<file path="config.mk">
export PLATFORM = sky130hd
export DESIGN_NAME = rtcc_ctrl
export DESIGN_NICKNAME = d
export VERILOG_FILES = /design/src/rtcc_pkg.sv /design/src/rtcc_sync_timer.sv /design/src/rtcc_event_flags.sv /design/src/rtcc_ctrl.sv
export SDC_FILE = /design/constraint.sdc
export NUM_CORES = 1
export LEC_CHECK = 0
export ABC_CLOCK_PERIOD_IN_PS = 2370
export BUFFER_PORTS_ARGS = -buffer_cell sky130_fd_sc_hd__buf_2
export CELL_PAD_IN_SITES_DETAIL_PLACEMENT = 1
export CELL_PAD_IN_SITES_GLOBAL_PLACEMENT = 2
export CORE_ASPECT_RATIO = 0.9
export CORE_MARGIN = 2
export CORE_UTILIZATION = 26
export CTS_CLUSTER_SIZE = 16
export DETAILED_ROUTE_END_ITERATION = 16
export PLACE_DENSITY = 0.86
export REMOVE_ABC_BUFFERS = 1
export SYNTH_ARGS = -nofsm -noshare
export SYNTH_HDL_FRONTEND = slang
export SYNTH_SLANG_ARGS = --single-unit
export TNS_END_PERCENT = 1
</file>
<file path="constraint.sdc">
create_clock -name clk -period 2.37 [get_ports clk]
set_clock_uncertainty 0.2 [all_clocks]
set_input_delay 0.3555 -clock clk [delete_from_list [all_inputs] [get_ports clk]]
set_output_delay 0.3555 -clock clk [all_outputs]
set_load 0.05 [all_outputs]
</file>
<file path="src/rtcc_pkg.sv">
/*
 Constants for the RTC control and status bits block: register offsets,
 field positions, reset values and synchroniser timing.
 Assumes a 32-bit APB register bus and one 125 MHz clock.
*/
//
// Contract
// - Time-of-day alarm sets bit 6 flag
// - Bit 5 gates the ready interrupt
// - Seconds update sets ready flag, bit 4
// - Writing 0 clears ready; 1 ignored
// - Ready clears just before seconds update
// - Busy bit 3 high while write synchronises
// - Bit 2 enables sub-second alarm interrupt
// - Bit 1 enables time-of-day alarm interrupt
// - Bit 0 enable changes only when write-enabled
// - Sub-second alarm sets bit 7 flag
`default_nettype none
package rtcc_pkg;
   localparam logic [11:0] RTCC_CTRL_OFF    = 12'h010;
   localparam logic [11:0] RTCC_WREN_OFF    = 12'h020;
   localparam logic [11:0] RTCC_STAT_OFF    = 12'h024;
   localparam logic [11:0] RTCC_MASK_OFF    = 12'h028;
   localparam int          RTCC_EN_BIT      = 0;
   localparam int          RTCC_TODEN_BIT   = 1;
   localparam int          RTCC_SSEN_BIT    = 2;
   localparam int          RTCC_BUSY_BIT    = 3;
   localparam int          RTCC_RDY_BIT     = 4;
   localparam int          RTCC_RDYEN_BIT   = 5;
   localparam int          RTCC_TODFL_BIT   = 6;
   localparam int          RTCC_SSFL_BIT    = 7;
   localparam int          RTCC_EVT_N       = 3;
   localparam logic [2:0]  RTCC_EVT_RST     = 3'h0;
   localparam logic [2:0]  RTCC_MASK_RST    = 3'h7;
   localparam int          RTCC_SYNC_NS     = 48;
   localparam int          RTCC_CLK_NS      = 8;
   localparam int          RTCC_SYNC_CYC    =
      (RTCC_SYNC_NS + RTCC_CLK_NS - 1) / RTCC_CLK_NS;
   localparam logic [7:0]  RTCC_SYNC_CNT    = 8'(RTCC_SYNC_CYC);
endpackage
`default_nettype wire

</file>
<file path="src/rtcc_sync_timer.sv">
/*
 Busy timer: models the crossing of a control write into the slow RTC
 domain by a fixed settle count.
 Assumes start is a one-cycle pulse from the register slave.
*/
`timescale 1ns/10ps
`default_nettype none
module rtcc_sync_timer
   import rtcc_pkg::*;
#(
   parameter logic [7:0] CYCLES = rtcc_pkg::RTCC_SYNC_CNT
)(
   input  wire logic clk,
   input  wire logic reset,
   input  wire logic start,
   output logic      busy,
   output logic      done
);
   logic [7:0] count_r;

   always_ff @(posedge clk or posedge reset) begin
      if (reset) begin
         count_r <= 8'h00;
         busy    <= 1'b0;
         done    <= 1'b0;
      end else if (start) begin
         count_r <= CYCLES;
         busy    <= 1'b1;
         done    <= 1'b0;
      end else if (count_r != 8'h00) begin
         count_r <= count_r - 8'h01;
         busy    <= (count_r != 8'h01);
         done    <= (count_r == 8'h01);
      end else begin
         done <= 1'b0;
      end
   end

   busyBound_a: assert property (@(posedge clk) disable iff (reset)
      start |=> busy [*2]) else $error("busy did not hold after start");
   // busy clears after the default settle count
   busyClear_a: assert property (@(posedge clk) disable iff (reset)
      start ##1 !start [*6] |=> !busy) else $error("busy stuck");
endmodule
`default_nettype wire

</file>
<file path="src/rtcc_event_flags.sv">
/*
 Sticky event flags with write-one-to-clear and a mask onto one level
 interrupt. Set wins over a clear in the same cycle.
 Assumes set pulses and clear strobes are synchronous to clk.
*/
`timescale 1ns/10ps
`default_nettype none
module rtcc_event_flags
   import rtcc_pkg::*;
#(
   parameter int N = rtcc_pkg::RTCC_EVT_N
)(
   input  wire logic         clk,
   input  wire logic         reset,
   input  wire logic [N-1:0] setEvt,
   input  wire logic [N-1:0] clrEvt,
   input  wire logic [N-1:0] maskWr,
   input  wire logic         maskWe,
   output logic      [N-1:0] status,
   output logic      [N-1:0] mask,
   output logic              irq
);
   genvar g;
   generate
      for (g = 0; g < N; g++) begin : gFlag
         always_ff @(posedge clk or posedge reset) begin
            if (reset) begin
               status[g] <= 1'b0;
            end else if (setEvt[g]) begin
               status[g] <= 1'b1;
            end else if (clrEvt[g]) begin
               status[g] <= 1'b0;
            end
         end
      end
   endgenerate

   always_ff @(posedge clk or posedge reset) begin
      if (reset) begin
         mask <= RTCC_MASK_RST[N-1:0];
         irq  <= 1'b0;
      end else begin
         if (maskWe) begin
            mask <= maskWr;
         end
         irq <= |(status & mask);
      end
   end

   setWins_a: assert property (@(posedge clk) disable iff (reset)
      setEvt[0] && clrEvt[0] |=> status[0]) else $error("set lost");
endmodule
`default_nettype wire

</file>
<file path="src/rtcc_ctrl.sv">
/*
 RTC control register, lower bits: alarm flags, ready flag and enable,
 busy, alarm enables and clock enable, plus event status and mask.
 Assumes an APB master, alarm match pulses and a seconds update strobe
 with a pre-update warning pulse from the timekeeping counters.
*/
`timescale 1ns/10ps
`default_nettype none
module rtcc_ctrl
   import rtcc_pkg::*;
(
   input  wire logic        clk,
   input  wire logic        reset,
   input  wire logic        psel,
   input  wire logic        penable,
   input  wire logic        pwrite,
   input  wire logic [11:0] paddr,
   input  wire logic [31:0] pwdata,
   output logic      [31:0] prdata,
   output logic             pready,
   output logic             pslverr,
   input  wire logic        secPreUpdate,
   input  wire logic        secUpdated,
   input  wire logic        dayAlarmHit,
   input  wire logic        subAlarmHit,
   output logic             rtcEnable,
   output logic             dayAlarmEnable,
   output logic             subAlarmEnable,
   output logic             rtcIrq,
   output logic             evtIrq
);
   logic       dayAlarmFlag_r;
   logic       subsecondAlarmFlag_r;
   logic       ready_r;
   logic       readyIntEn_r;
   logic       writeEnable_r;
   logic       busy;
   logic       syncDone;
   logic       syncStart;
   logic [2:0] evtStatus;
   logic [2:0] evtMask;
   logic [2:0] evtClr;
   logic       wrCycle;
   logic       ctrlWr;
   logic       flagIrqNxt;

   function automatic logic hit(input logic [11:0] a, input logic [11:0] o);
      return a == o;
   endfunction

   assign wrCycle = psel && penable && pwrite;
   assign ctrlWr  = wrCycle && hit(paddr, RTCC_CTRL_OFF);
   // Any enable-bit write runs through the slow-domain settle
   assign syncStart = ctrlWr;

   rtcc_sync_timer #(
      .CYCLES (RTCC_SYNC_CNT)
   ) uSync (
      .clk   (clk),
      .reset (reset),
      .start (syncStart),
      .busy  (busy),
      .done  (syncDone)
   );

   // Single-cycle access phase: pready high in the cycle after the setup phase only
   always_ff @(posedge clk or posedge reset) begin
      if (reset) begin
         pready  <= 1'b0;
         pslverr <= 1'b0;
      end else begin
         pready  <= psel && !penable;
         pslverr <= psel && !penable &&
                    !(hit(paddr, RTCC_CTRL_OFF) || hit(paddr, RTCC_WREN_OFF)
                      || hit(paddr, RTCC_STAT_OFF)
                      || hit(paddr, RTCC_MASK_OFF));
      end
   end

   always_ff @(posedge clk or posedge reset) begin
      if (reset) begin
         subAlarmEnable <= 1'b0;
      end else if (ctrlWr && pready) begin
         subAlarmEnable <= pwdata[RTCC_SSEN_BIT];
      end
   end

   always_ff @(posedge clk or posedge reset) begin
      if (reset) begin
         dayAlarmEnable <= 1'b0;
      end else if (ctrlWr && pready) begin
         dayAlarmEnable <= pwdata[RTCC_TODEN_BIT];
      end
   end

   always_ff @(posedge clk or posedge reset) begin
      if (reset) begin
         readyIntEn_r <= 1'b0;
      end else if (ctrlWr && pready) begin
         readyIntEn_r <= pwdata[RTCC_RDYEN_BIT];
      end
   end

   // Write-enable latch; gates the clock enable bit
   always_ff @(posedge clk or posedge reset) begin
      if (reset) begin
         writeEnable_r <= 1'b0;
      end else if (wrCycle && pready && hit(paddr, RTCC_WREN_OFF)) begin
         writeEnable_r <= pwdata[0];
      end
   end

   always_ff @(posedge clk or posedge reset) begin
      if (reset) begin
         rtcEnable <= 1'b0;
      end else if (ctrlWr && pready && writeEnable_r) begin
         rtcEnable <= pwdata[RTCC_EN_BIT];
      end
   end

   always_ff @(posedge clk or posedge reset) begin
      if (reset) begin
         ready_r <= 1'b0;
      end else if (secUpdated) begin
         ready_r <= 1'b1;
      end else if (secPreUpdate) begin
         ready_r <= 1'b0;
      end else if (ctrlWr && pready && !pwdata[RTCC_RDY_BIT]) begin
         ready_r <= 1'b0;
      end
   end

   // day flag: cleared by writing 0, a hit wins
   always_ff @(posedge clk or posedge reset) begin
      if (reset) begin
         dayAlarmFlag_r <= 1'b0;
      end else if (dayAlarmHit) begin
         dayAlarmFlag_r <= 1'b1;
      end else if (ctrlWr && pready && !pwdata[RTCC_TODFL_BIT]) begin
         dayAlarmFlag_r <= 1'b0;
      end
   end

   always_ff @(posedge clk or posedge reset) begin
      if (reset) begin
         subsecondAlarmFlag_r <= 1'b0;
      end else if (subAlarmHit) begin
         subsecondAlarmFlag_r <= 1'b1;
      end else if (ctrlWr && pready && !pwdata[RTCC_SSFL_BIT]) begin
         subsecondAlarmFlag_r <= 1'b0;
      end
   end

   assign flagIrqNxt = (dayAlarmFlag_r && dayAlarmEnable) ||
                       (subsecondAlarmFlag_r && subAlarmEnable) ||
                       (ready_r && readyIntEn_r);
   always_ff @(posedge clk or posedge reset) begin
      if (reset) begin
         rtcIrq <= 1'b0;
      end else begin
         rtcIrq <= flagIrqNxt;
      end
   end

   assign evtClr = (wrCycle && pready && hit(paddr, RTCC_STAT_OFF)) ?
                   pwdata[2:0] : 3'h0;

   // Events: seconds update, alarm, synchronisation done
   rtcc_event_flags #(
      .N (RTCC_EVT_N)
   ) uEvt (
      .clk    (clk),
      .reset  (reset),
      .setEvt ({syncDone, dayAlarmHit | subAlarmHit, secUpdated}),
      .clrEvt (evtClr),
      .maskWr (pwdata[2:0]),
      .maskWe (wrCycle && pready && hit(paddr, RTCC_MASK_OFF)),
      .status (evtStatus),
      .mask   (evtMask),
      .irq    (evtIrq)
   );

   always_ff @(posedge clk or posedge reset) begin
      if (reset) begin
         prdata <= 32'h0000_0000;
      end else if (psel && !penable && !pwrite) begin
         case (paddr)
            RTCC_CTRL_OFF: prdata <= {24'h00_0000, subsecondAlarmFlag_r,
               dayAlarmFlag_r, readyIntEn_r, ready_r, busy,
               subAlarmEnable, dayAlarmEnable, rtcEnable};
            RTCC_WREN_OFF: prdata <= {31'h0, writeEnable_r};
            RTCC_STAT_OFF: prdata <= {29'h0, evtStatus};
            RTCC_MASK_OFF: prdata <= {29'h0, evtMask};
            default:       prdata <= 32'h0000_0000;
         endcase
      end
   end

   readySet_a: assert property (@(posedge clk) disable iff (reset)
      secUpdated |=> ready_r) else $error("ready not set");
   readyDrop_a: assert property (@(posedge clk) disable iff (reset)
      secPreUpdate && !secUpdated |=> !ready_r) else $error("ready held");
   readyKeep_a: assert property (@(posedge clk) disable iff (reset)
      ready_r && ctrlWr && pready && pwdata[RTCC_RDY_BIT] && !secPreUpdate
      |=> ready_r) else $error("ready lost on write 1");
   dayFlag_a: assert property (@(posedge clk) disable iff (reset)
      dayAlarmHit |=> dayAlarmFlag_r) else $error("day flag");
   subFlag_a: assert property (@(posedge clk) disable iff (reset)
      subAlarmHit |=> subsecondAlarmFlag_r) else $error("sub flag");
   enLock_a: assert property (@(posedge clk) disable iff (reset)
      !writeEnable_r |=> $stable(rtcEnable)) else $error("enable moved");
   irqFlag_a: assert property (@(posedge clk) disable iff (reset)
      flagIrqNxt |=> rtcIrq) else $error("irq missing");
   busyWr_a: assert property (@(posedge clk) disable iff (reset)
      ctrlWr && pready |=> ##1 busy) else $error("no busy");
   rdyGate_a: assert property (@(posedge clk) disable iff (reset)
      !flagIrqNxt |=> !rtcIrq) else $error("spurious irq");
   ssEn_a: assert property (@(posedge clk) disable iff (reset)
      ctrlWr && pready |=> subAlarmEnable == $past(pwdata[RTCC_SSEN_BIT]))
      else $error("ss enable");
   rdyIrq_a: assert property (@(posedge clk) disable iff (reset)
      ready_r && readyIntEn_r |=> rtcIrq) else $error("ready irq missing");
   rdyEn_a: assert property (@(posedge clk) disable iff (reset)
      ctrlWr && pready |=> readyIntEn_r == $past(pwdata[RTCC_RDYEN_BIT]))
      else $error("ready enable");
   todEn_a: assert property (@(posedge clk) disable iff (reset)
      ctrlWr && pready |=> dayAlarmEnable == $past(pwdata[RTCC_TODEN_BIT]))
      else $error("day enable");
   rdyClr_a: assert property (@(posedge clk) disable iff (reset)
      ctrlWr && pready && !pwdata[RTCC_RDY_BIT] && !secUpdated |=> !ready_r)
      else $error("ready not cleared");
   rdyHold_a: assert property (@(posedge clk) disable iff (reset)
      !ready_r && !secUpdated |=> !ready_r) else $error("ready set early");
   dayClr_a: assert property (@(posedge clk) disable iff (reset)
      ctrlWr && pready && !pwdata[RTCC_TODFL_BIT] && !dayAlarmHit
      |=> !dayAlarmFlag_r) else $error("day flag not cleared");
   // day flag rises only on a hit
   dayHold_a: assert property (@(posedge clk) disable iff (reset)
      !dayAlarmFlag_r && !dayAlarmHit |=> !dayAlarmFlag_r)
      else $error("day flag set early");
   subClr_a: assert property (@(posedge clk) disable iff (reset)
      ctrlWr && pready && !pwdata[RTCC_SSFL_BIT] && !subAlarmHit
      |=> !subsecondAlarmFlag_r) else $error("sub flag not cleared");
   // sub flag rises only on a hit
   subHold_a: assert property (@(posedge clk) disable iff (reset)
      !subsecondAlarmFlag_r && !subAlarmHit |=> !subsecondAlarmFlag_r)
      else $error("sub flag set early");
   enWr_a: assert property (@(posedge clk) disable iff (reset)
      ctrlWr && pready && writeEnable_r
      |=> rtcEnable == $past(pwdata[RTCC_EN_BIT]))
      else $error("enable write");
   busyRd_a: assert property (@(posedge clk) disable iff (reset)
      psel && !penable && !pwrite && paddr == RTCC_CTRL_OFF
      |=> prdata[RTCC_BUSY_BIT] == $past(busy)) else $error("busy readback");

   // One-cycle answer, no wait states
   apbRdy_a: assert property (@(posedge clk) disable iff (reset)
      psel && !penable |=> pready) else $error("no ready");
   apbPulse_a: assert property (@(posedge clk) disable iff (reset)
      pready |=> !pready) else $error("ready held");
   apbErr_a: assert property (@(posedge clk) disable iff (reset)
      pslverr |-> pready) else $error("error without ready");

   // Event interrupt follows unmasked status one clock late
   evtOn_a: assert property (@(posedge clk) disable iff (reset)
      |(evtStatus & evtMask) |=> evtIrq) else $error("event irq missing");
   evtOff_a: assert property (@(posedge clk) disable iff (reset)
      !(|(evtStatus & evtMask)) |=> !evtIrq) else $error("event irq stuck");
   syncEvt_a: assert property (@(posedge clk) disable iff (reset)
      syncDone |=> evtStatus[2]) else $error("sync event lost");
   secEvt_a: assert property (@(posedge clk) disable iff (reset)
      secUpdated |=> evtStatus[0]) else $error("seconds event lost");
   almEvt_a: assert property (@(posedge clk) disable iff (reset)
      dayAlarmHit || subAlarmHit |=> evtStatus[1])
      else $error("alarm event lost");

   cEnable_c: cover property (@(posedge clk) ctrlWr && pready && writeEnable_r);
   cReady_c: cover property (@(posedge clk) secPreUpdate ##[1:8] secUpdated);
   cIrq_c: cover property (@(posedge clk) dayAlarmHit ##2 rtcIrq);
   cBusy_c: cover property (@(posedge clk) syncStart ##7 !busy);
   cSubIrq_c: cover property (@(posedge clk) subAlarmHit ##2 rtcIrq);
endmodule
`default_nettype wire

</file>
==> impl_metrics.env <==
export IMPL_std_cell_rows=29
export IMPL_grt_pass1_vias=1520
export IMPL_hp_start="penable"
export IMPL_multi_input_area_um2=863.3
export IMPL_cpMaxStageDelayCell="or4_4"
export IMPL_crit_chain="or4_4 -> or3_1 -> or4_1 -> a21oi_1"
export IMPL_globalRoute_totalOverflow=0
export IMPL_r2r_end="uSync.count_r[7]$_DFFE_PP0P_"
export IMPL_powerDensity_nw_per_um2=646.8
export IMPL_routed_via_density=4.528
export IMPL_status="completed"
export IMPL_drv_cap=0
export IMPL_cp_num_buf_inv=0
export IMPL_finalHoldViolCount=0
export IMPL_crit_type="reg2reg"
export IMPL_yosysUniqueCellTypes=45
export IMPL_drt_total_wl_um=4707
export IMPL_rsz0062_at_grt="false"
export IMPL_fillCellCount=845
export IMPL_placed_cell_area_um2=2185
export IMPL_yosys_area_top_type="dfrtp_1"
export IMPL_critPathTopFamily="simple AND/OR/NAND/NOR gates"
export IMPL_syn_area_um2=1918
export IMPL_hold_path_depth=2
export IMPL_final_cell_area_um2=2287
export IMPL_worstSetupEndpointType="register"
export IMPL_reg2regPathDepth=4
export IMPL_drive_gt1_share_pct=30.58
export IMPL_diodes=0
export IMPL_post_drt_wl_per_cell_um=14.05
export IMPL_worstPathArrival_ps=2210
export IMPL_initial_core_util_pct=26.97
export IMPL_setup_viol=0
export IMPL_ys_flop_type="dfrtp_1"
export IMPL_worstReg2RegStart="uSync.count_r[2]$_DFFE_PP0P_"
export IMPL_coreArea_um2=7112
export IMPL_die_height_um=85.49
export IMPL_final_cell_count_no_fill=335
export IMPL_syn_area_per_cell_um2=10.15
export IMPL_fin_ws_ps=179.0
export IMPL_hold_end="pready$_DFF_PP0_"
export IMPL_synthToLayoutAreaGrowth_pct=19.24
export IMPL_reg2reg_slack_ps=180
export IMPL_first_iter_violations=93
export IMPL_max_slew_margin_pct=64.75
export IMPL_cts_buffer_depth=2
export IMPL_synth_top_area_share_pct=43.05
export IMPL_ant_nets=0
export IMPL_cp_required_ps=2390
export IMPL_io_buffers=42
export IMPL_tightest_slew_ps=523.9
export IMPL_synth_edf_count=0
export IMPL_min_period_over_period_pct=92.45
export IMPL_slowest_delay_ps=570
export IMPL_fmax_mhz=456.4
export IMPL_antenna_found_initial=0
export IMPL_hpwl_um=3643
export IMPL_cts_root_buf="clkbuf_8"
export IMPL_peakVddDrop_uv=187.7
export IMPL_grt_max_degree=37
export IMPL_ys_top_cells_by_count="33 x dfrtp_1, 24 x buf_4, 13 x nor2_1"
export IMPL_die_area_um2=8081
export IMPL_yosysMostFrequentCell="dfrtp_1"
export IMPL_cp_depth=4
export IMPL_die_w_um=94.54
export IMPL_post_place_ws_ps=194.5
export IMPL_first_pass_iters=4
export IMPL_hold_path_class="in2reg"
export IMPL_register_area_um2=904.6
export IMPL_synth_area_leaders="dfrtp_1 43%, buf_4 9.4%, dfstp_2 4.1%, mux2_2 4.1%, a22o_1 2.7%"
export IMPL_htreeDepth=2
export IMPL_ys_seq_elements=36
export IMPL_p_leak_nw=1.112
export IMPL_cp_start_kind="register"
export IMPL_slew_viol_final=0
export IMPL_insertion_delay_ps=300
export IMPL_drc=0
export IMPL_synthCells=189
export IMPL_cts_buffers=5
export IMPL_vias=1517
export IMPL_clock_sinks=36
export IMPL_grt_pass1_wl_um=7527
export IMPL_clkTransAtPathRegs_ps=70
export IMPL_nets=297
export IMPL_yosys_warnings=0
export IMPL_period_minus_slack_ps=2191
export IMPL_power_mw=1.479
export IMPL_grtUsageTotal_pct=12.21
export IMPL_gp_congestion=0.7731
export IMPL_cp_max_fo=6
export IMPL_dp_cells=326
export IMPL_ys_async_sr_fraction_pct=100.0
export IMPL_io_pins=92
export IMPL_yosysSeqAreaShare_pct=47.16
export IMPL_tns_ps=0
export IMPL_cts_tree="done"
[cells in the final DEF, fill, tap and decap left out, drive strengths merged, types with 4 or more instances in the layout]
| cell | Yosys | final |
|---|---|---|
| a21oi | 9 | 9 |
| a22o | 6 | 6 |
| buf | 24 | 48 |
| clkbuf | 3 | 6 |
| conb | 1 | 24 |
| dfrtp | 33 | 33 |
| inv | 12 | 12 |
| mux2 | 7 | 7 |
| nand2 | 9 | 9 |
| nand3b | 5 | 5 |
| nand4 | 4 | 4 |
| nor2 | 13 | 13 |
| o21ai | 8 | 8 |
| or4 | 4 | 4 |
[metrics by stage]
step           util, %  hold WS (ps)
3_5_place_dp     30.72         265.2
5_1_grt          32.16         54.25
2_1_floorplan        -         228.5
4_1_cts          32.16         52.68
3_3_place_gp     30.72         265.4
6_report         32.16         53.49
[how the worst max path moves through the flow]
stage / start / to / slack (ps)
after global routing: uSync.count_r[2]$_DFFE_PP0P_ / uSync.count_r[7]$_DFFE_PP0P_ / 90
after detailed placement: paddr[7] / uEvt.status[0]$_DFFE_PP0P_ / 190
after floorplan: paddr[7] / uEvt.mask[0]$_DFFE_PP1P_ / 300
final: uSync.count_r[2]$_DFFE_PP0P_ / uSync.count_r[7]$_DFFE_PP0P_ / 180
after CTS: uSync.count_r[2]$_DFFE_PP0P_ / uSync.count_r[7]$_DFFE_PP0P_ / 180
after global placement: uSync.count_r[2]$_DFFE_PP0P_ / uSync.count_r[7]$_DFFE_PP0P_ / 230
[kinds of logic after synthesis]
| logic type | after synthesis | share of synthesized area, % |
|---|---|---|
| other cells | 1 | 0.1955 |
| fa+ha+maj | 3 | 1.957 |
| simple gates | 61 | 18.92 |
| flops | 36 | 47.16 |
| mux | 10 | 5.675 |
| buf+inv | 39 | 12.33 |
| compound gates | 37 | 12.85 |
| xor+xnor | 2 | 0.9134 |
[state kept, by name, indices dropped and copies added, names as in the netlist, 3 cells and up]
signal,cells
uSync.count_r,8
uEvt.mask,3
prdata,8
uEvt.status,3
[routing by layer]
| layer | share of wire, % | global-route usage, % |
|---|---|---|
| met5 | 0 | 0 |
| met4 | 1.4 | 4.743 |
| met3 | 5.3 | 3.730 |
| met2 | 46 | 18.83 |
| met1 | 47 | 16.06 |
[timing repair]
action,in CTS,in global routing
endpoints found under the hold margin,33,0
gates resized for setup,0,0
buffers inserted,0,0
hold buffers,1,0
[worst reg2reg max path, stage by stage (launching register included)]
cell and delay (ps):
dfrtp_1 450, or4_4 570, or3_1 370, or4_1 410, a21oi_1 130
[power by group]
part,leakage [nW],switching (mW),internal (mW)
clock network,0.0510,0.229,0.232
logic,0.619,0.195,0.110
registers,0.441,0.0578,0.656
total,1.11,0.481,0.998
[layout make-up]
class | instances | area share, %
repair buffers | 49 | 11.60
multi-input cells | 137 | 37.75
clock buffers | 6 | 3.611
clock inverters | 2 | 0.4376
well taps | 93 | 5.088
flip-flops and latches | 36 | 39.55
inverters | 12 | 1.969
Note: power is estimated with default switching activity, not from simulation.
